<file path="config.mk">
export PLATFORM = sky130hd
export DESIGN_NAME = spsr_top
export DESIGN_NICKNAME = d
export VERILOG_FILES = /design/src/verilog/spsr_pkg.sv /design/src/verilog/spsr_top.sv
export SDC_FILE = /design/constraint.sdc
export NUM_CORES = 1
export LEC_CHECK = 0
export BUFFER_PORTS_ARGS = -buffer_cell sky130_fd_sc_hd__buf_2
export CORE_AREA = 2 2 114 116
export CTS_CLUSTER_DIAMETER = 30
export DETAILED_ROUTE_END_ITERATION = 8
export DIE_AREA = 0 0 116 118
export PLACE_DENSITY_LB_ADDON = 0.25
export SYNTH_ARGS = -nofsm -noshare
export SYNTH_HDL_FRONTEND = slang
export SYNTH_SLANG_ARGS = --single-unit
</file>
<file path="constraint.sdc">
create_clock -name mclk -period 10.4 [get_ports mclk]
set_input_delay 1.56 -clock mclk [delete_from_list [all_inputs] [get_ports mclk]]
set_output_delay 1.56 -clock mclk [all_outputs]
set_load 0.05 [all_outputs]
</file>
<file path="src/verilog/spsr_pkg.sv">
// Constants shared by the serial port status report block.
// Assumes a 32-bit register port with word-aligned byte offsets.
package spsr_pkg;
  // Register offsets
  localparam logic [7:0] SPSR_ADDR_COUNT  = 8'h00;
  localparam logic [7:0] SPSR_ADDR_QUOTA  = 8'h04;
  localparam logic [7:0] SPSR_ADDR_SPEED  = 8'h08;
  localparam logic [7:0] SPSR_ADDR_CTRL   = 8'h0C;
  // Field positions
  localparam int SPSR_HI_LSB    = 16;
  localparam int SPSR_BQ_LSB    = 8;
  localparam int SPSR_MODES_LSB = 16;
  localparam int SPSR_MODE_LSB  = 4;
  localparam int SPSR_REFL_BIT  = 6;
  localparam int SPSR_FWD_BIT   = 7;
  localparam int SPSR_CLR_BIT   = 0;
  // Reset values and count saturation limit
  localparam logic [15:0] SPSR_ALARM_RST = 16'h0000;
  localparam logic [7:0]  SPSR_QUOTA_RST = 8'h00;
  localparam logic [15:0] SPSR_COUNT_MAX = 16'hFFFF;
  // Cable type codes
  localparam logic [2:0] SPSR_CABLE_NONE = 3'h0;
  localparam logic [2:0] SPSR_CABLE_CU40 = 3'h2;
  localparam logic [2:0] SPSR_CABLE_OP40 = 3'h3;
  // Port mode codes
  localparam logic [1:0] SPSR_MODE_RSVD = 2'h0;
  localparam logic [1:0] SPSR_MODE_WRAP = 2'h1;
  localparam logic [1:0] SPSR_MODE_NORM = 2'h2;
  localparam logic [1:0] SPSR_MODE_PRIV = 2'h3;
  // Speed mask bits
  localparam logic [15:0] SPSR_SPEED_20 = 16'h0001;
  localparam logic [15:0] SPSR_SPEED_40 = 16'h0002;
  localparam logic [15:0] SPSR_SPEED_0  = 16'h0000;
  // Character codes, arbitrary neutral values
  localparam logic [7:0] SPSR_TOKEN_DEF  = 8'hA1;
  localparam logic [7:0] SPSR_TOKENP_DEF = 8'hA2;
endpackage

</file>
<file path="src/verilog/spsr_top.sv">
// Status record and port mode logic of one loop port.
// Assumes port-side event and status inputs share mclk;
// cable sense pins are asynchronous and are synchronised.
`timescale 1ns/10ps
`default_nettype none
module spsr_top
  import spsr_pkg::*;
#(
  parameter logic [7:0] TOKEN_CODE  = SPSR_TOKEN_DEF,  // Arbitrary value
  parameter logic [7:0] TOKENP_CODE = SPSR_TOKENP_DEF  // Arbitrary value
) (
  // Clock and reset
  input  wire logic        mclk,
  input  wire logic        rst,
  // Register port
  input  wire logic [7:0]  addr,
  input  wire logic [31:0] wr_data,
  input  wire logic        wr_en,
  input  wire logic        rd_en,
  output logic      [31:0] rd_data,
  // Port events and status
  input  wire logic        recovery_event,
  input  wire logic        total_reset,
  input  wire logic        sup_20,
  input  wire logic        sup_40,
  input  wire logic        run_40,
  input  wire logic        port_operational,
  // Cable sense pins
  input  wire logic        cable_pin_40,
  input  wire logic        cable_pin_optical,
  // Query message
  input  wire logic        query_valid,
  input  wire logic        query_clear,
  output logic             record_valid,
  output logic      [95:0] record_data,
  // Character path
  input  wire logic        rx_valid,
  input  wire logic [7:0]  rx_char,
  input  wire logic        rx_user_char,
  output logic             fwd_valid,
  output logic      [7:0]  fwd_char
);

  // Saturating increment, used by the one recovery count path
  // Holds at the top so a long burst cannot wrap to zero
  function automatic logic [15:0] sat_inc(input logic [15:0] v);
    sat_inc = (v == SPSR_COUNT_MAX) ? v : v + 16'h0001;
  endfunction

  // Control state
  logic [15:0] count_reg;     // Recovery invocations
  logic [15:0] count_next;
  logic [15:0] alarm_reg;     // Alarm threshold
  logic [7:0]  aquota_reg;    // Static quota
  logic [7:0]  bquota_reg;    // Rotation quota
  logic [1:0]  mode_reg;      // Port mode
  logic        reflect_reg;   // Token reflection
  logic        forward_reg;   // User char forwarding
  logic [1:0]  c40_sync_reg;  // Cable 40 synchroniser
  logic [1:0]  copt_sync_reg; // Cable optical synchroniser

  // Decodes
  // Clear sources: total reset, clearing query, control write
  wire         wr_count = wr_en && (addr == SPSR_ADDR_COUNT);
  wire         wr_quota = wr_en && (addr == SPSR_ADDR_QUOTA);
  wire         wr_ctrl  = wr_en && (addr == SPSR_ADDR_CTRL);
  wire         clr_req  = total_reset || (query_valid && query_clear) ||
                          (wr_ctrl && wr_data[SPSR_CLR_BIT]);
  wire  [1:0]  wr_mode  = wr_data[SPSR_MODES_LSB+SPSR_MODE_LSB +: 2];
  wire         cable_40 = c40_sync_reg[1];
  wire         cable_op = copt_sync_reg[1];
  wire  [2:0]  cable_field;
  wire  [7:0]  modes_byte;
  wire  [15:0] sup_mask;
  wire  [15:0] cur_mask;
  wire  [31:0] word_count;
  wire  [31:0] word_quota;
  wire  [31:0] word_speed;
  wire  [31:0] rd_mux;

  // Count next: clear first, then the event, so a coincident event survives
  // Saturation applies to the cleared value as well, so it never wraps
  always_comb begin
    count_next = clr_req ? 16'h0000 : count_reg;
    if (recovery_event) begin
      count_next = sat_inc(count_next);
    end
  end

  // Cable type from synchronised sense pins
  // A cut link or a 20 MB/s cable has no 40 pin and shows as no information
  assign cable_field = !cable_40 ? SPSR_CABLE_NONE :
                       (cable_op ? SPSR_CABLE_OP40 : SPSR_CABLE_CU40);

  // Modes byte; bit 3 reads zero
  assign modes_byte = {forward_reg, reflect_reg, mode_reg, 1'b0, cable_field};

  // Speed masks
  // Current mask never shows both bits; run_40 picks one
  assign sup_mask = (sup_20 ? SPSR_SPEED_20 : SPSR_SPEED_0) |
                    (sup_40 ? SPSR_SPEED_40 : SPSR_SPEED_0);
  assign cur_mask = !port_operational ? SPSR_SPEED_0 :
                    (run_40 ? SPSR_SPEED_40 : SPSR_SPEED_20);

  // Record words, laid out as the status record
  assign word_count = {alarm_reg, count_reg};
  assign word_quota = {8'h00, modes_byte, bquota_reg, aquota_reg};
  assign word_speed = {cur_mask, sup_mask};

  // Read mux; unmapped offsets read zero
  // Offset 0C is write-only and falls through to zero
  assign rd_mux = (addr == SPSR_ADDR_COUNT) ? word_count :
                  (addr == SPSR_ADDR_QUOTA) ? word_quota :
                  (addr == SPSR_ADDR_SPEED) ? word_speed :
                  32'h0000_0000;

  // Synchronisers for the cable pins
  // Only the second stage is read; the first may still be settling
  always_ff @(posedge mclk or posedge rst) begin
    if (rst) begin
      c40_sync_reg  <= 2'h0;
      copt_sync_reg <= 2'h0;
    end else begin
      c40_sync_reg  <= {c40_sync_reg[0], cable_pin_40};
      copt_sync_reg <= {copt_sync_reg[0], cable_pin_optical};
    end
  end

  // Recovery count
  always_ff @(posedge mclk or posedge rst) begin
    if (rst) begin
      count_reg <= 16'h0000;
    end else begin
      count_reg <= count_next;
    end
  end

  // Threshold register
  // Shares offset 00 with the read-only count, which writes leave alone
  always_ff @(posedge mclk or posedge rst) begin
    if (rst) begin
      alarm_reg <= SPSR_ALARM_RST;
    end else if (wr_count) begin
      alarm_reg <= wr_data[SPSR_HI_LSB +: 16];
    end
  end

  // Quotas and mode bits
  // Cable bits and bit 3 are derived, so they are not stored here
  always_ff @(posedge mclk or posedge rst) begin
    if (rst) begin
      aquota_reg  <= SPSR_QUOTA_RST;
      bquota_reg  <= SPSR_QUOTA_RST;
      mode_reg    <= SPSR_MODE_NORM;
      reflect_reg <= 1'b0;
      forward_reg <= 1'b0;
    end else if (wr_quota) begin
      aquota_reg  <= wr_data[7:0];
      bquota_reg  <= wr_data[SPSR_BQ_LSB +: 8];
      // A reserved mode code is ignored so 00b can never be shown
      if (wr_mode != SPSR_MODE_RSVD) begin
        mode_reg <= wr_mode;
      end
      reflect_reg <= wr_data[SPSR_MODES_LSB+SPSR_REFL_BIT];
      forward_reg <= wr_data[SPSR_MODES_LSB+SPSR_FWD_BIT];
    end
  end

  // Read data: only in the cycle after the strobe
  // Zero outside the answer cycle keeps a stale word off the bus
  always_ff @(posedge mclk or posedge rst) begin
    if (rst) begin
      rd_data <= 32'h0000_0000;
    end else begin
      rd_data <= rd_en ? rd_mux : 32'h0000_0000;
    end
  end

  // Query answer: snapshot taken before any clear of this query
  // Data hold between queries; only the valid pulse marks a new record
  always_ff @(posedge mclk or posedge rst) begin
    if (rst) begin
      record_valid <= 1'b0;
      record_data  <= 96'h0;
    end else begin
      record_valid <= query_valid;
      if (query_valid) begin
        record_data <= {word_speed, word_quota, word_count};
      end
    end
  end

  // Character path: token swap and user character filter
  // The character follows every received one, dropped ones included
  always_ff @(posedge mclk or posedge rst) begin
    if (rst) begin
      fwd_valid <= 1'b0;
      fwd_char  <= 8'h00;
    end else begin
      // Dropped user chars leave a gap; no buffer is kept
      fwd_valid <= rx_valid && (!rx_user_char || forward_reg);
      if (rx_valid) begin
        if (reflect_reg && rx_char == TOKEN_CODE) begin
          fwd_char <= TOKENP_CODE;
        end else if (reflect_reg && rx_char == TOKENP_CODE) begin
          fwd_char <= TOKEN_CODE;
        end else begin
          fwd_char <= rx_char;
        end
      end
    end
  end

  // Checks on the count, registers, record, cable and mode fields, speed masks and character path
  chk_count_saturates: assert property (@(posedge mclk) disable iff (rst)
    (count_reg == SPSR_COUNT_MAX && !clr_req) |=> count_reg == SPSR_COUNT_MAX)
    else $error("recovery count left saturation");

  chk_count_clears: assert property (@(posedge mclk) disable iff (rst)
    (query_valid && query_clear && !recovery_event) |=> count_reg == 16'h0000)
    else $error("recovery count not cleared by query");

  chk_alarm_read: assert property (@(posedge mclk) disable iff (rst)
    (rd_en && addr == SPSR_ADDR_COUNT) |=> rd_data[31:16] == $past(alarm_reg))
    else $error("alarm threshold read mismatch");

  chk_quota_record: assert property (@(posedge mclk) disable iff (rst)
    query_valid |=> record_data[39:32] == $past(aquota_reg))
    else $error("static quota missing from record");

  chk_bquota_write: assert property (@(posedge mclk) disable iff (rst)
    wr_quota |=> bquota_reg == $past(wr_data[SPSR_BQ_LSB +: 8]))
    else $error("rotation quota not written");

  chk_cable_none: assert property (@(posedge mclk) disable iff (rst)
    !cable_40 |-> cable_field == SPSR_CABLE_NONE)
    else $error("cable code without 40 cable");

  chk_cable_optical: assert property (@(posedge mclk) disable iff (rst)
    $rose(copt_sync_reg[1]) && cable_40 |-> modes_byte[2:0] == SPSR_CABLE_OP40)
    else $error("optical cable code wrong");

  chk_mode_legal: assert property (@(posedge mclk) disable iff (rst)
    modes_byte[5:4] != SPSR_MODE_RSVD)
    else $error("reserved port mode shown");

  chk_token_swap: assert property (@(posedge mclk) disable iff (rst)
    (rx_valid && reflect_reg && rx_char == TOKEN_CODE) |=> fwd_char == TOKENP_CODE)
    else $error("token not reflected");

  chk_sup_mask: assert property (@(posedge mclk) disable iff (rst)
    sup_mask == {14'h0, sup_40, sup_20})
    else $error("supported speed mask wrong");

  chk_cur_speed: assert property (@(posedge mclk) disable iff (rst)
    (rd_en && addr == SPSR_ADDR_SPEED && port_operational && run_40)
      |=> rd_data[31:16] == SPSR_SPEED_40)
    else $error("current speed not 40");

  chk_cur_idle: assert property (@(posedge mclk) disable iff (rst)
    !port_operational |-> cur_mask == SPSR_SPEED_0)
    else $error("speed shown while not operational");

  chk_user_drop: assert property (@(posedge mclk) disable iff (rst)
    (rx_valid && rx_user_char && !forward_reg) |=> !fwd_valid)
    else $error("user character forwarded while disabled");

  chk_user_pass: assert property (@(posedge mclk) disable iff (rst)
    (rx_valid && (!rx_user_char || forward_reg)) |=> fwd_valid)
    else $error("character dropped while forwarding allowed");

  // Count arithmetic, the coincident clear, and the total reset and control write clears
  chk_count_step: assert property (@(posedge mclk) disable iff (rst)
    (recovery_event && !clr_req && count_reg != SPSR_COUNT_MAX) |=> count_reg == $past(count_reg) + 16'h0001)
    else $error("recovery count did not step by one");

  chk_clear_event: assert property (@(posedge mclk) disable iff (rst)
    (clr_req && recovery_event) |=> count_reg == 16'h0001)
    else $error("coincident event lost on clear");

  chk_total_clear: assert property (@(posedge mclk) disable iff (rst)
    (total_reset && !recovery_event) |=> count_reg == 16'h0000)
    else $error("recovery count not cleared by total reset");

  chk_ctrl_clear: assert property (@(posedge mclk) disable iff (rst)
    (wr_ctrl && wr_data[SPSR_CLR_BIT] && !recovery_event) |=> count_reg == 16'h0000)
    else $error("recovery count not cleared by register write");

  // Configured fields take the written bytes
  chk_alarm_write: assert property (@(posedge mclk) disable iff (rst)
    wr_count |=> alarm_reg == $past(wr_data[SPSR_HI_LSB +: 16]))
    else $error("alarm threshold not written");

  chk_aquota_write: assert property (@(posedge mclk) disable iff (rst)
    wr_quota |=> aquota_reg == $past(wr_data[7:0]))
    else $error("static quota not written");

  // Cable and mode fields of the modes byte
  chk_cable_copper: assert property (@(posedge mclk) disable iff (rst)
    (cable_40 && !cable_op) |-> cable_field == SPSR_CABLE_CU40)
    else $error("copper cable code wrong");

  chk_mode_hold: assert property (@(posedge mclk) disable iff (rst)
    (wr_quota && wr_mode == SPSR_MODE_RSVD) |=> $stable(mode_reg))
    else $error("reserved mode code taken");

  // Character path in both reflection settings
  chk_primed_swap: assert property (@(posedge mclk) disable iff (rst)
    (rx_valid && reflect_reg && rx_char == TOKENP_CODE) |=> fwd_char == TOKEN_CODE)
    else $error("primed token not reflected");

  chk_no_reflect: assert property (@(posedge mclk) disable iff (rst)
    (rx_valid && !reflect_reg) |=> fwd_char == $past(rx_char))
    else $error("character altered with reflection off");

  // Current speed mask as read back, and its reserved bits
  chk_cur_20: assert property (@(posedge mclk) disable iff (rst)
    (rd_en && addr == SPSR_ADDR_SPEED && port_operational && !run_40) |=> rd_data[31:16] == SPSR_SPEED_20)
    else $error("current speed not 20");

  chk_cur_reserved: assert property (@(posedge mclk) disable iff (rst)
    cur_mask[15:2] == 14'h0000)
    else $error("reserved current speed bit set");

  // Returned record against the state it was taken from
  chk_record_count: assert property (@(posedge mclk) disable iff (rst)
    query_valid |=> record_data[15:0] == $past(count_reg))
    else $error("record count differs from counter");

  chk_record_modes: assert property (@(posedge mclk) disable iff (rst)
    query_valid |=> record_data[53:52] != SPSR_MODE_RSVD)
    else $error("record shows reserved port mode");

  chk_record_speed: assert property (@(posedge mclk) disable iff (rst)
    query_valid |=> record_data[79:64] == {14'h0000, $past(sup_40), $past(sup_20)})
    else $error("record supported speed mask wrong");

endmodule
`default_nettype wire

</file>
# After elaboration in Yosys (flattened, before gate mapping)
# Index checks and enable logic that the tools add are counted.
[totals]
output_inout_bits = 138
reg_bits = 185
in_bits = 64
word_cells = 52
[classes]
n_bitwise = 1
reduce_logical = 15
mux = 15
n_addsub = 1
n_eq_ne = 6
[op_table]
columns = ["op", "count"]
rows = [
  ["2-to-1 mux 32 bit", 2],
  ["2-to-1 mux 16 bit", 3],
  ["2-to-1 mux 24 bit", 1],
  ["2-to-1 mux 18 bit", 1],
  ["adder 16 x 1 -> 16 bit (second input constant)", 1],
  ["equality test 16 bit (second input constant)", 1],
  ["equality test 8 x 4 -> 1 bit (second input constant)", 2],
  ["equality test 8 bit (second input constant)", 2],
  ["2-to-1 mux 8 bit", 2],
  ["equality test 8 x 3 -> 1 bit (second input constant)", 1],
  ["logical AND 1 bit", 8],
  ["logical NOT 8 bit", 1],
  ["2-to-1 mux 2 bit", 4],
  ["logical OR 1 bit", 3],
  ["2-to-1 mux 1 bit", 2],
  ["OR 1 x 2 -> 2 bit", 1],
  ["AND reduction 2 bit", 1],
  ["nonzero test 2 bit", 1],
  ["logical NOT 1 bit", 1],
]

# Depth between registers and ports, before layout
# Gate-level depths: netlist of run 1.
[logic_depth]
depth_word = 8
ltp_mapped = 12

# Worst setup path after synthesis of run 1
# Ideal clock, no wire load.
[synth_timing]
path_kind = "input-to-reg"
from = "in addr[7]"
to = "reg count_reg[11]"
setup_ns = 0.079
arrival_time_ns = 3.999
path_slack_ns = 6.321
path_stages = 10
path_cell_list = "or4_4 -> buf_6 -> o31a_1 -> clkbuf_1 -> and2_1 -> ha_1 -> nand3_1 -> nor2_1 -> a2111oi_0 -> mux2i_1"
[synth_between]
elab_chain_cells = 8
elab_cells_between_ends = 9
[synth_lines]
columns = ["item", "line", "source"]
rows = [
  ["start: declaration", "spsr_top.sv:16", "input wire logic [7:0] addr,"],
  ["equality test 8 x 4 -> 1 bit (*)", "spsr_top.sv:66", "wire wr_ctrl = wr_en && (addr == SPSR_ADDR_CTRL);"],
  ["logical AND 1 bit (*)", "spsr_top.sv:66", ""],
  ["logical AND 1 bit (*)", "spsr_top.sv:68", "(wr_ctrl && wr_data[SPSR_CLR_BIT]);"],
  ["logical OR 1 bit (*)", "spsr_top.sv:67", "wire clr_req = total_reset || (query_valid && query_clear) ||"],
  ["2-to-1 mux 16 bit (*)", "spsr_top.sv:84", "count_next = clr_req ? 16'h0000 : count_reg;"],
  ["adder 16 x 1 -> 16 bit / equality test 16 bit (equally long branches)", "spsr_top.sv:47", "sat_inc = (v == SPSR_COUNT_MAX) ? v : v + 16'h0001;"],
  ["2-to-1 mux 16 bit", "spsr_top.sv:47", ""],
  ["2-to-1 mux 16 bit (*)", "spsr_top.sv:85", "if (recovery_event) begin"],
  ["net count_next[11]", "spsr_top.sv:52", "logic [15:0] count_next;"],
  ["end signal: assignment", "spsr_top.sv:134", "count_reg <= count_next;"],
  ["end: declaration", "spsr_top.sv:51", "logic [15:0] count_reg;"],
]
# Mark *: on every way through the listed nets, which the timed path passes. The rest lies on a longest branch.
# A chain may end at the register's enable or synchronous reset.

# Worst setup path in the final report of run 1
[layout_timing]
from = "in query_valid"
to = "reg count_reg[0]"
[layout_between]
elab_chain_cells = 7
elab_cells_between_ends = 8
[layout_lines]
columns = ["item", "line", "source"]
rows = [
  ["start: declaration", "spsr_top.sv:32", "input wire logic query_valid,"],
  ["logical AND 1 bit (*)", "spsr_top.sv:67", ""],
  ["logical OR 1 bit (*) (2 in a row)", "spsr_top.sv:67", ""],
  ["2-to-1 mux 16 bit (*)", "spsr_top.sv:84", ""],
  ["adder 16 x 1 -> 16 bit / equality test 16 bit (equally long branches)", "spsr_top.sv:47", ""],
  ["2-to-1 mux 16 bit", "spsr_top.sv:47", ""],
  ["2-to-1 mux 16 bit (*)", "spsr_top.sv:85", ""],
  ["net count_next[0]", "spsr_top.sv:52", ""],
]
# Marked as above.

==> impl_metrics.sql, run 1 <==
INSERT INTO impl_metrics (metric_group, metric, value, unit) VALUES
('final_layout', 'largest_reg_flops', '58', ''),
('routing', 'drc', '0', ''),
('timing', 'final.hold.worst_slack', '0.349', 'ns'),
('final_layout', 'fraction_of_layout_instances_using_a_drive_strength_above_1', '44.0', '%'),
('clocking', 'clock_insertion_delay_worst_skew', '0.41', 'ns'),
('timing', 'worst-slew-pin-transition', '1.27', 'ns'),
('clocking', 'cts_setup_buffers', '0', ''),
('place', 'place_area', '7470', 'µm²'),
('setup_path', 'timing.setup.critical_path_class', 'input pin to flip-flop', ''),
('routing', 'drt_pass1_iterations', '5', ''),
('global_routing', 'total_overflow_reported_by_the_global_router', '0', ''),
('setup_path', 'critical_path.max_fanout', '63', ''),
('timing', 'timing.fmax', '235', 'MHz'),
('flow_run', 'max-cap-violations', '0', ''),
('place', 'place_congestion', '0.888', ''),
('setup_path', 'critical-path-max-stage-delay', '0.62', 'ns'),
('timing', 'slew_headroom', '14.9', '%'),
('synthesis', 'yosys_register_bits', '156', ''),
('setup_path', 'worst_ep_required_time', '10.70', 'ns'),
('die', 'floorplan_die_height', '118', 'µm'),
('global_routing', 'antenna_found_initial', '0', ''),
('synthesis', 'post_synth_instance_area', '6690', 'µm²'),
('final_layout', 'most-common-layout-cells', 'sky130_fd_sc_hd__buf_2, sky130_fd_sc_hd__dfrtp_1, sky130_fd_sc_hd__mux2_2', ''),
('die', 'std_cell_rows', '41', ''),
('clocking', 'cts.reportedPaths.clkPinSlew', '0.06', 'ns'),
('timing', 'report.final.slew_viol_count', '0', ''),
('final_layout', 'layout.cell_area.non_filler', '8070', 'µm²'),
('clocking', 'ctsResizeCount', '0', ''),
('synthesis', 'compound_gate_portion_of_the_synthesized_area', '7.33', '%'),
('final_layout', 'area_occupied_by_multi_input_gates', '2450', 'µm²'),
('final_layout', 'regMostFlops', 'record_data', ''),
('die', 'io-pin-count', '202', ''),
('place', 'io_buffers', '163', ''),
('synthesis', 'synth.distinct_cells', '50', ''),
('global_routing', 'largest_net_degree_at_the_start_of_global_routing', '98', ''),
('routing', 'detailroute.via_count', '4521', ''),
('setup_path', 'critical_path_buf_inv_count', '3', ''),
('synthesis', 'synth_edf_count', '0', ''),
('final_layout', 'area_growth', '20.7', '%'),
('synthesis', 'combinational_family_with_the_most_area_after_synthesis', 'multiplexers', ''),
('final_layout', 'utilization', '65.0', '%'),
('setup_path', 'timing.critical_path.to_type', 'flip-flop', ''),
('synthesis', 'ys_seq_area_share', '58.4', '%'),
('die', 'fp.dieW', '116', 'µm'),
('timing', 'fin_worst_skew', '0.00643', 'ns'),
('setup_path', 'critPathSlowestCell', 'sky130_fd_sc_hd__nor2_1', ''),
('timing', 'rsz0062_at_grt', 'false', ''),
('synthesis', 'yosys_warnings', '0', ''),
('global_routing', 'vias_in_the_first_global_route', '4388', ''),
('setup_path', 'critical-path-top-delay-family', 'compound AO/OA/AOI/OAI gates', ''),
('min_path', 'worstHoldPathType', 'flip-flop to flip-flop', ''),
('global_routing', 'grtUsageTotal', '21.4', '%'),
('clocking', 'cts-htree-levels', '4', ''),
('synthesis', 'post_synth_inst_count', '516', ''),
('synthesis', 'async_flop_share', '100', '%'),
('timing', 'post-route-worst-setup-slack', '6.14', 'ns'),
('setup_path', 'critical_path.startpoint_type', 'input pin', ''),
('setup_path', 'worstPathArrival', '4.56', 'ns'),
('final_layout', 'finish.net_count', '736', ''),
('die', 'floorplan.core_area', '12400', 'µm²'),
('setup_path', 'path_cells', 'buf_2, buf_4, a21oi_1, o31a_1, nand2_1, inv_1, ha_1, nand3_1, nor2_1, a211oi_1, a221o_1', ''),
('final_layout', 'antenna_cells', '0', ''),
('synthesis', 'synthAdderAreaFrac', '0.187', '%'),
('clocking', 'cts_inserted_buffers', '17', ''),
('global_routing', 'grt_pass1_wl', '22600', 'µm'),
('place', 'post-dp-hpwl', '10000', 'µm'),
('synthesis', 'synth_largest_type_area_fraction', '58.0', '%'),
('clocking', 'cts-root-to-sink-buffers', '2', ''),
('outcome', 'run_status', 'finished clean', ''),
('timing', 'min_period_over_period', '41.0', '%'),
('clocking', 'postCtsHoldBufs', '0', '');
==> synth_stat cells, drive strengths merged, types with 2 or more instances <==
library cell and n:
mux2i 6, or4 6, a2111o 3, or2 2, buf 42, a211oi 2, nor2b 11, and4 3
and2 4, nand2b 2, inv 13, nand2 26, nand4 9, a22oi 10, mux2 92, nor4 5
a22o 11, o31ai 3, nor3 8, nand3 8, clkbuf 26, dfrtp 155, a21oi 19, nor2 11
a31oi 2, and3 12, o21ai 10
==> worst paths after layout <==
kind | from | end | slack [ns] | cells past startpoint
min | c40_sync_reg[0]$_DFF_PP0_ | c40_sync_reg[1]$_DFF_PP0_ | 0.35 | 0
max in group asynchronous | rst | fwd_char[3]$_DFFE_PP0P_ | 7.79 | 3
max reg2reg | count_reg[4]$_DFF_PP0_ | count_reg[0]$_DFF_PP0_ | 7.96 | 4
min in group asynchronous | rst | rd_data[12]$_DFF_PP0_ | 1.32 | 2
min reg2reg | c40_sync_reg[0]$_DFF_PP0_ | c40_sync_reg[1]$_DFF_PP0_ | 0.35 | 0
max | query_valid | count_reg[0]$_DFF_PP0_ | 6.14 | 11
==> routing by layer <==
metal | share of wire, % | track usage (%) | wire [µm] | up-vias
li1 | - | - | - | 2070
met1 | 45 | 30.7 | 6430 | 2261
met2 | 47 | 32.8 | 6730 | 176
met3 | 6.8 | 4.69 | 973 | 14
met4 | 1.3 | 6.25 | 190 | 0
met5 | 0 | 0 | 0 | -
==> logic make-up (layout without fill, tap and decap cells) <==
logic type,Yosys count,count (layout)
AND/OR/NAND/NOR,109,109
AO/OA/AOI/OAI,70,70
other,1,38
flip-flops,156,156
adder cells (fa/ha/maj),1,1
buffers and inverters,81,212
multiplexers,98,98
==> report_power, final <==
group	leakage, µW	switching (µW)	internal [µW]
clock network	0.000286	248	376
registers	0.00209	15.1	631
logic	0.00185	128	44.1
==> stage by stage <==
step                      total power, µW  std cells
after floorplan                       797        553
after global placement                826        824
after detailed placement              830        824
after CTS                            1450        856
after global routing                 1490        856
final                                1440        856
==> worst register-to-register path, delay by kind of cell (launching register included) <==
family	cells	cell delay, ns
simple gates	2	1.31
compound gates	2	0.51
flops	1	0.50
==> layout make-up <==
class,count,area share [%]
Clock buffer,21,5.83
Clock inverter,11,1.67
Inverter,13,0.666
Multi-Input combinational cell,316,30.3
Sequential cell,156,48.4
Tap cell,172,2.67
Timing Repair Buffer,167,10.5
No activity file was read; power rests on OpenSTA's default activity.
==> run 2, diff against run 1 <==
--- a/config.mk
+++ b/config.mk
@@ -5,11 +5,12 @@
 export SDC_FILE = /design/constraint.sdc
 export NUM_CORES = 1
 export LEC_CHECK = 0
+export ABC_AREA = 1
 export BUFFER_PORTS_ARGS = -buffer_cell sky130_fd_sc_hd__buf_2
-export CORE_AREA = 2 2 114 116
+export CORE_AREA = 2 2 124 126
 export CTS_CLUSTER_DIAMETER = 30
 export DETAILED_ROUTE_END_ITERATION = 8
-export DIE_AREA = 0 0 116 118
+export DIE_AREA = 0 0 126 128
 export PLACE_DENSITY_LB_ADDON = 0.25
 export SYNTH_ARGS = -nofsm -noshare
 export SYNTH_HDL_FRONTEND = slang
==> constraint.sdc (replaced) <==
create_clock -name mclk -period 3.68 [get_ports mclk]
set_input_delay 0.552 -clock mclk [delete_from_list [all_inputs] [get_ports mclk]]
set_output_delay 0.552 -clock mclk [all_outputs]
set_load 0.05 [all_outputs]
==> run 2 against run 1 <==
Critical path depth up 5; cell count rose by 30%; utilization fell by 9.0 points; sequential share of layout area decreased by 1.5 points; worst setup slack got worse by 5.0 ns; critical path type unchanged; largest cell class unchanged; largest power group unchanged.
==> impl_metrics.sql, run 2 <==
INSERT INTO impl_metrics (metric_group, metric, value, unit) VALUES
('timing', 'fin_tns_setup', '0', 'ns'),
('global_routing', 'use_met3', '5.18', '%'),
('die', 'floorplan.initialDensity', '46.1', '%'),
('global_routing', 'largest_net_degree_at_the_start_of_global_routing', '71', ''),
('setup_path', 'timing.critical_path.to_type', 'flip-flop', ''),
('die', 'fp.dieW', '126', 'µm'),
('routing', 'detail-route-antenna-nets', '0', ''),
('clocking', 'postCtsHoldBufs', '0', ''),
('routing', 'drt_pass1_iterations', '6', ''),
('final_layout', 'antenna_cells', '0', ''),
('synthesis', 'post_synth_inst_count', '754', ''),
('global_routing', 'grt.busiest_layer', 'met2', ''),
('synthesis', 'async_flop_share', '100', '%'),
('routing', 'initialDrtViolationCount', '378', ''),
('pwr', 'share_of_total_power_consumed_by_net_switching', '26.2', '%'),
('setup_path', 'critical_path.startpoint_type', 'input pin', ''),
('clocking', 'cts.reportedPaths.clkPinSlew', '0.06', 'ns'),
('die', 'die-area', '16100', 'µm²'),
('setup_path', 'worstPathArrival', '2.81', 'ns'),
('flow_run', 'max-cap-violations', '0', ''),
('timing', 'timing.final.crit_period', '2.53', 'ns'),
('final_layout', 'layout.cells.most_common', 'sky130_fd_sc_hd__nand2_1', ''),
('setup_path', 'path_cells', 'buf_2, inv_1, nand2_1, nor2_2, nand3_4, nand2_4, nor2_1, ha_1, nand2_1, inv_1, nand2_4, nor2_2, nand2_1, nand3_1, nand2_1, o21ai_1', ''),
('pwr', 'cell_internal_pwr', '3000', 'µW'),
('clocking', 'cts_inserted_buffers', '17', ''),
('synthesis', 'ys_seq_area_share', '56.9', '%'),
('setup_path', 'critPathSlowestCell', 'sky130_fd_sc_hd__nand2_1', ''),
('final_layout', 'most-common-layout-cells', 'sky130_fd_sc_hd__nand2_1, sky130_fd_sc_hd__buf_2, sky130_fd_sc_hd__dfrtp_1', ''),
('setup_path', 'worst_ep_required_time', '3.97', 'ns'),
('pwr', 'clock_power_share', '43.6', '%'),
('timing', 'rsz0062_at_grt', 'false', ''),
('routing', 'routed_wire_length', '16800', 'µm'),
('routing', 'wl_per_cell', '15.0', 'µm'),
('clocking', 'ctsResizeCount', '0', ''),
('synthesis', 'yosysTopAreaCell', 'sky130_fd_sc_hd__dfrtp_1', ''),
('synthesis', 'synth_flop_cell', 'sky130_fd_sc_hd__dfrtp_1', ''),
('global_routing', 'total_overflow_reported_by_the_global_router', '0', ''),
('synthesis', 'synth.distinct_cells', '37', ''),
('routing', 'detail_route.vias_per_cell', '4.95', ''),
('die', 'floorplan_die_height', '128', 'µm'),
('die', 'std_cell_rows', '45', ''),
('pwr', 'power.share.combinational', '11.8', '%'),
('clocking', 'cts_setup_buffers', '0', ''),
('synthesis', 'post_synth.cell_area_avg', '9.10', 'µm²'),
('final_layout', 'finish.net_count', '980', ''),
('global_routing', 'antenna_found_initial', '0', ''),
('timing', 'final-hold-violation-count', '0', ''),
('timing', 'timing.fmax', '396', 'MHz'),
('setup_path', 'critical-path-max-stage-delay', '0.35', 'ns'),
('timing', 'fin_worst_skew', '0.00978', 'ns'),
('clocking', 'clock-root-buffer', 'sky130_fd_sc_hd__clkbuf_16', ''),
('global_routing', 'grt.met1_usage', '29.7', '%'),
('global_routing', 'grt.met2_usage', '31.8', '%'),
('clocking', 'clock_insertion_delay_worst_skew', '0.42', 'ns'),
('synthesis', 'yosys_warnings', '0', ''),
('pwr', 'power_frac_seq', '44.6', '%'),
('final_layout', 'area_growth', '21.4', '%'),
('setup_path', 'rrSetupSlack', '1.58', 'ns'),
('pwr', 'power.net_switching', '1070', 'µW'),
('synthesis', 'synth_largest_type_area_fraction', '56.5', '%'),
('synthesis', 'synth_most_common_cell', 'sky130_fd_sc_hd__nand2_1', ''),
('synthesis', 'post_synth_most_frequent_cells', 'sky130_fd_sc_hd__nand2_1, sky130_fd_sc_hd__dfrtp_1, sky130_fd_sc_hd__inv_1', ''),
('place', 'place_worst_setup_slack', '0.740', 'ns'),
('pwr', 'ir_worst_vdd', '0.000331', 'V'),
('clocking', 'cts-root-to-sink-buffers', '2', ''),
('timing', 'slew_headroom', '46.9', '%'),
('setup_path', 'critical_path.max_fanout', '16', ''),
('timing', 'worst-slew-pin-transition', '0.794', 'ns'),
('place', 'io_buffers', '163', ''),
('place', 'place_congestion', '0.866', ''),
('synthesis', 'yosys_register_bits', '156', ''),
('die', 'floorplan.core_area', '14900', 'µm²'),
('clocking', 'tritoncts_num_sinks', '156', ''),
('routing', 'drc', '0', ''),
('setup_path', 'timing.setup.critical_path_class', 'input pin to flip-flop', ''),
('global_routing', 'grt_pass1_wl', '26400', 'µm'),
('timing', 'min_period_over_period', '68.7', '%'),
('setup_path', 'path_common_cell', 'sky130_fd_sc_hd__nand2_1', ''),
('min_path', 'worstHoldPathType', 'input pin to flip-flop', ''),
('final_layout', 'largest_reg_flops', '58', ''),
('pwr', 'power.static_leakage', '0.00454', 'µW'),
('synthesis', 'post_synth_instance_area', '6860', 'µm²'),
('synthesis', 'synth_edf_count', '0', ''),
('global_routing', 'grtUsageTotal', '21.0', '%'),
('pwr', 'powerDensity', '489', 'nW/µm²'),
('final_layout', 'fraction_of_layout_instances_using_a_drive_strength_above_1', '24.6', '%'),
('final_layout', 'regMostFlops', 'record_data', ''),
('global_routing', 'vias_in_the_first_global_route', '5082', ''),
('outcome', 'run_status', 'finished clean', ''),
('timing', 'timing.final.setup_violations', '0', ''),
('routing', 'detailroute.via_count', '5521', ''),
('final_layout', 'top_regs', 'record_data x58, rd_data x32', ''),
('clocking', 'tritoncts', 'yes', ''),
('place', 'post-dp-hpwl', '12000', 'µm'),
('clocking', 'cts-htree-levels', '4', ''),
('timing', 'post-route-worst-setup-slack', '1.15', 'ns'),
('die', 'io-pin-count', '202', ''),
('synthesis', 'yosys-top-cells-area', 'sky130_fd_sc_hd__dfrtp_1, sky130_fd_sc_hd__nand2_1, sky130_fd_sc_hd__buf_4', ''),
('timing', 'report.final.slew_viol_count', '0', '');
==> run 2: cell types whose count changed after synthesis, moves of 7 or more <==
| cell | change |
|---|---|
| sky130_fd_sc_hd__a21oi_1 | +8 |
| sky130_fd_sc_hd__mux2_2 | -64 |
| sky130_fd_sc_hd__nor2_1 | +39 |
| sky130_fd_sc_hd__mux2_1 | +7 |
| sky130_fd_sc_hd__o21ai_0 | +47 |
| sky130_fd_sc_hd__and3_1 | -11 |
| sky130_fd_sc_hd__nor2b_1 | -11 |
| sky130_fd_sc_hd__nand3_1 | +30 |
| sky130_fd_sc_hd__nand2_1 | +181 |
| sky130_fd_sc_hd__mux2_4 | -20 |
| sky130_fd_sc_hd__a22o_1 | -11 |
| sky130_fd_sc_hd__a211oi_1 | +8 |
| sky130_fd_sc_hd__a22oi_1 | -10 |
| sky130_fd_sc_hd__inv_1 | +59 |
==> run 2: routing by layer <==
layer / vias up / share of wire, %
li1: 2678 / -
met1: 2621 / 45
met2: 202 / 46
met3: 20 / 7.0
met4: 0 / 1.3
met5: - / 0
==> run 2: through the flow <==
step                      area [µm²]  util, %  hold slack, ns  std cells  total power (µW)
final                           8330     56.0           0.246       1116              4070
after global routing            8330     56.0           0.233       1116              4220
after CTS                       8330     56.0           0.222       1116              4110
after detailed placement        7720     51.9           0.337       1084              2330
after global placement          7720     51.9           0.332       1084              2320
after floorplan                 7000        -           0.331        791              2230
==> run 2: final timing paths <==
path / from / endpoint / cells after the start
worst max register to register: count_reg[0]$_DFF_PP0_ / count_reg[8]$_DFF_PP0_ / 11
worst min register to register: c40_sync_reg[0]$_DFF_PP0_ / c40_sync_reg[1]$_DFF_PP0_ / 0
max in group asynchronous: rst / record_data[43]$_DFFE_PP0P_ / 4
min in group asynchronous: rst / rd_data[20]$_DFF_PP0_ / 2
worst min-delay path: cable_pin_optical / copt_sync_reg[0]$_DFF_PP0_ / 1
worst max-delay path: addr[4] / count_reg[8]$_DFF_PP0_ / 16
==> run 2: logic make-up (layout without fill, tap and decap cells) <==
logic type / after synthesis / count (layout) / share of synthesized area, %
AND/OR/NAND/NOR: 328 / 328 / 21.0
flip-flops: 156 / 156 / 56.9
buffers and inverters: 143 / 280 / 10.5
AO/OA/AOI/OAI: 109 / 109 / 8.77
multiplexers: 15 / 15 / 2.46
adder cells (fa/ha/maj): 1 / 1 / 0.182
other: 1 / 38 / 0.0547
XOR/XNOR: 1 / 1 / 0.128
==> run 2: final cells by class <==
cell class / instances / area [µm²]
timing repair buffer: 173 / 916
tap: 188 / 235
multi-input combinational: 492 / 2370
sequential: 156 / 3910
inverter: 75 / 285
clock inverter: 4 / 73.8
clock buffer: 28 / 537
fill: 1398 / 6540
==> run 2: critical path, delay by kind of cell <==
kind                     cells  cell delay, ns
AO/OA/AOI/OAI                1            0.06
buffers and inverters        3            0.19
adder cells (fa/ha/maj)      1            0.26
AND/OR/NAND/NOR             11            1.72
==> run 2: power by group through the flow <==
stage,Clock [µW],Sequential (µW),Combinational [µW]
6_report,1780,1820,478
5_1_grt,1880,1820,512
4_1_cts,1820,1820,482
3_5_place_dp,0,1840,482
3_3_place_gp,0,1840,479
2_1_floorplan,0,1980,241
==> run 3, diff against run 2 <==
==> constraint.sdc (replaced) <==
create_clock -name mclk -period 2.1 [get_ports mclk]
set_input_delay 0.315 -clock mclk [delete_from_list [all_inputs] [get_ports mclk]]
set_output_delay 0.315 -clock mclk [all_outputs]
set_load 0.05 [all_outputs]
==> run 3 against run 2 <==
Die area unchanged; sequential share of layout area decreased by 1.2 points; utilization increased by 1.5 points; clock skew decreased by 0.0034 ns; design area increased by 2.6%; critical endpoint is now count_reg[1]$_DFF_PP0_.
==> impl_metrics.sql, run 3 (same netlist as run 2, synthesis figures left out) <==
INSERT INTO impl_metrics (metric_group, metric, value, unit) VALUES
('outcome', 'run_status', 'finished clean', ''),
('flow_run', 'max-cap-violations', '0', ''),
('die', 'floorplan.initialDensity', '46.1', '%'),
('setup_path', 'worst_ep_required_time', '2.46', 'ns'),
('routing', 'drc', '0', ''),
('die', 'floorplan_die_height', '128', 'µm'),
('timing', 'fin_worst_skew', '0.00642', 'ns'),
('clocking', 'tritoncts_num_sinks', '156', ''),
('die', 'io-pin-count', '202', ''),
('global_routing', 'vias_in_the_first_global_route', '5213', ''),
('place', 'place_area', '7940', 'µm²'),
('final_layout', 'finish.net_count', '1008', ''),
('final_layout', 'most-common-layout-cells', 'sky130_fd_sc_hd__nand2_1, sky130_fd_sc_hd__buf_2, sky130_fd_sc_hd__dfrtp_1', ''),
('final_layout', 'area_growth', '24.6', '%'),
('setup_path', 'critical_path_buf_inv_count', '2', ''),
('clocking', 'cts_setup_buffers', '0', ''),
('clocking', 'cts.reportedPaths.clkPinSlew', '0.06', 'ns'),
('timing', 'min_period_over_period', '84.5', '%'),
('setup_path', 'worstPathArrival', '2.13', 'ns'),
('final_layout', 'layout.cells.most_common', 'sky130_fd_sc_hd__nand2_1', ''),
('place', 'post-dp-hpwl', '12200', 'µm'),
('routing', 'detailroute.via_count', '5505', ''),
('final_layout', 'layout.cell_area.non_filler', '8540', 'µm²'),
('global_routing', 'antenna_found_initial', '0', ''),
('setup_path', 'critPathSlowestCell', 'sky130_fd_sc_hd__dfrtp_1', ''),
('final_layout', 'area_occupied_by_multi_input_gates', '2370', 'µm²'),
('routing', 'wl_per_cell', '14.4', 'µm'),
('timing', 'timing.final.setup_violations', '0', ''),
('routing', 'detail_route.vias_per_cell', '4.82', ''),
('routing', 'drt_pass1_iterations', '5', ''),
('setup_path', 'critical-path-max-stage-delay', '0.38', 'ns'),
('setup_path', 'path_cells', 'inv_1, nor2_1, ha_1, nand2_1, inv_1, nand2_4, nor2_4, nand2_1, nor2_2, nand2_1, nand2_1, nand2_1, nand2_1', ''),
('min_path', 'worstHoldPathType', 'input pin to flip-flop', ''),
('final_layout', 'fraction_of_layout_instances_using_a_drive_strength_above_1', '26.7', '%'),
('die', 'std_cell_rows', '45', ''),
('setup_path', 'critical_path.startpoint_type', 'flip-flop', ''),
('clocking', 'cts_inserted_buffers', '17', ''),
('final_layout', 'regMostFlops', 'record_data', ''),
('global_routing', 'total_overflow_reported_by_the_global_router', '0', ''),
('timing', 'worst-slew-pin-transition', '0.578', 'ns'),
('final_layout', 'top_regs', 'record_data x58, rd_data x32', ''),
('timing', 'final-hold-violation-count', '0', ''),
('timing', 'report.final.slew_viol_count', '0', ''),
('routing', 'detail-route-antenna-nets', '0', ''),
('timing', 'post-route-worst-setup-slack', '0.326', 'ns'),
('place', 'place_worst_setup_slack', '-0.0271', 'ns'),
('routing', 'routed_wire_length', '16500', 'µm'),
('final_layout', 'largest_reg_flops', '58', ''),
('timing', 'timing.fmax', '564', 'MHz'),
('die', 'fp.dieW', '126', 'µm'),
('global_routing', 'grt_pass1_wl', '26400', 'µm'),
('final_layout', 'nFillCells', '1362', ''),
('pwr', 'power.static_leakage', '0.00466', 'µW'),
('clocking', 'tritoncts', 'yes', ''),
('setup_path', 'path_common_cell', 'sky130_fd_sc_hd__nand2_1', ''),
('clocking', 'clock-root-buffer', 'sky130_fd_sc_hd__clkbuf_16', ''),
('pwr', 'ir_worst_vdd', '0.000578', 'V'),
('setup_path', 'timing.setup.critical_path_class', 'flip-flop to flip-flop', ''),
('setup_path', 'critical_path.max_fanout', '3', ''),
('setup_path', 'timing.critical_path.to_type', 'flip-flop', ''),
('setup_path', 'critical-path-top-delay-family', 'simple AND/OR/NAND/NOR gates', ''),
('pwr', 'report.power.total', '6990', 'µW'),
('die', 'floorplan.core_area', '14900', 'µm²'),
('final_layout', 'antenna_cells', '0', ''),
('pwr', 'powerDensity', '818', 'nW/µm²'),
('global_routing', 'grtUsageTotal', '20.8', '%'),
('clocking', 'clock_insertion_delay_worst_skew', '0.42', 'ns'),
('die', 'die-area', '16100', 'µm²'),
('routing', 'initialDrtViolationCount', '387', ''),
('global_routing', 'largest_net_degree_at_the_start_of_global_routing', '50', ''),
('timing', 'slew_headroom', '61.4', '%'),
('clocking', 'cts-root-to-sink-buffers', '2', ''),
('timing', 'rsz0062_at_grt', 'false', ''),
('final_layout', 'area.sequential', '3910', 'µm²'),
('clocking', 'cts-htree-levels', '4', ''),
('place', 'place_congestion', '0.930', ''),
('timing', 'timing.final.crit_period', '1.77', 'ns'),
('place', 'io_buffers', '163', '');
## run 3: cell types whose count changed in the layout (fill, tap and decap cells not counted), moves of 2 or more
cell	delta
sky130_fd_sc_hd__clkinvlp_4	+3
sky130_fd_sc_hd__clkinv_2	+2
sky130_fd_sc_hd__clkbuf_8	-3
sky130_fd_sc_hd__buf_12	+3
sky130_fd_sc_hd__dlygate4sd3_1	+3
sky130_fd_sc_hd__buf_4	+22
sky130_fd_sc_hd__clkbuf_1	-3
## run 3: metal layers
layer | track usage [%] | vias to the layer above | share of wire (%)
met4 | 5.49 | 0 | 1.0
met2 | 32.4 | 176 | 46
met3 | 5.68 | 13 | 6.5
met1 | 29.2 | 2608 | 47
met5 | 0 | - | 0
li1 | - | 2708 | -
## run 3: timing repair
item	in CTS	in global routing
endpoints found under the hold margin	16	0
resized for setup	0	0
hold buffers	3	0
## run 3: through the flow
| stage | util, % | cells | hold slack (ns) | TNS [ns] |
|---|---|---|---|---|
| 6_report | 57.5 | 1143 | 0.0605 | 0 |
| 5_1_grt | 57.5 | 1143 | 0.0571 | 0 |
| 4_1_cts | 57.5 | 1143 | 0.0387 | 0 |
| 3_5_place_dp | 53.4 | 1109 | 0.335 | -0.0479 |
| 3_3_place_gp | 53.4 | 1109 | 0.333 | 0 |
| 2_1_floorplan | - | 791 | 0.331 | -29.00 |
## run 3: power by group
part,leakage (µW),switching [µW],internal (µW)
clock network,0.000276,1190,1750
logic,0.00236,676,190
registers,0.00202,60.5,3120
total,0.00466,1930,5060
## run 3: worst reg2reg max path: stages, from the launching register on
cell,delay (ns)
sky130_fd_sc_hd__dfrtp_1,0.38
sky130_fd_sc_hd__inv_1,0.07
sky130_fd_sc_hd__nor2_1,0.19
sky130_fd_sc_hd__ha_1,0.21
sky130_fd_sc_hd__nand2_1,0.06
sky130_fd_sc_hd__inv_1,0.09
sky130_fd_sc_hd__nand2_4,0.07
sky130_fd_sc_hd__nor2_4,0.14
sky130_fd_sc_hd__nand2_1,0.10
sky130_fd_sc_hd__nor2_2,0.10
sky130_fd_sc_hd__nand2_1,0.10
sky130_fd_sc_hd__nand2_1,0.10
sky130_fd_sc_hd__nand2_1,0.06
sky130_fd_sc_hd__nand2_1,0.05
## run 3: layout make-up
cell class	instances	area share [%]
well taps	188	2.75
multi-input cells	492	27.8
inverters	75	3.34
flip-flops and latches	156	45.7
repair buffers	201	13.7
clock inverters	9	1.03
clock buffers	22	5.67
## run 3: path summary, 6_finish.rpt
kind,to,start,cells past startpoint,slack (ns)
worst min register to register,copt_sync_reg[1]$_DFF_PP0_,copt_sync_reg[0]$_DFF_PP0_,0,0.35
min in group asynchronous,record_data[52]$_DFFE_PP0P_,rst,3,0.50
worst min-delay path,fwd_valid$_DFF_PP0_,rx_user_char,2,0.06
max in group asynchronous,fwd_char[5]$_DFFE_PP0P_,rst,4,1.05
worst max-delay path,count_reg[1]$_DFF_PP0_,count_reg[1]$_DFF_PP0_,13,0.33
worst max register to register,count_reg[1]$_DFF_PP0_,count_reg[1]$_DFF_PP0_,13,0.33
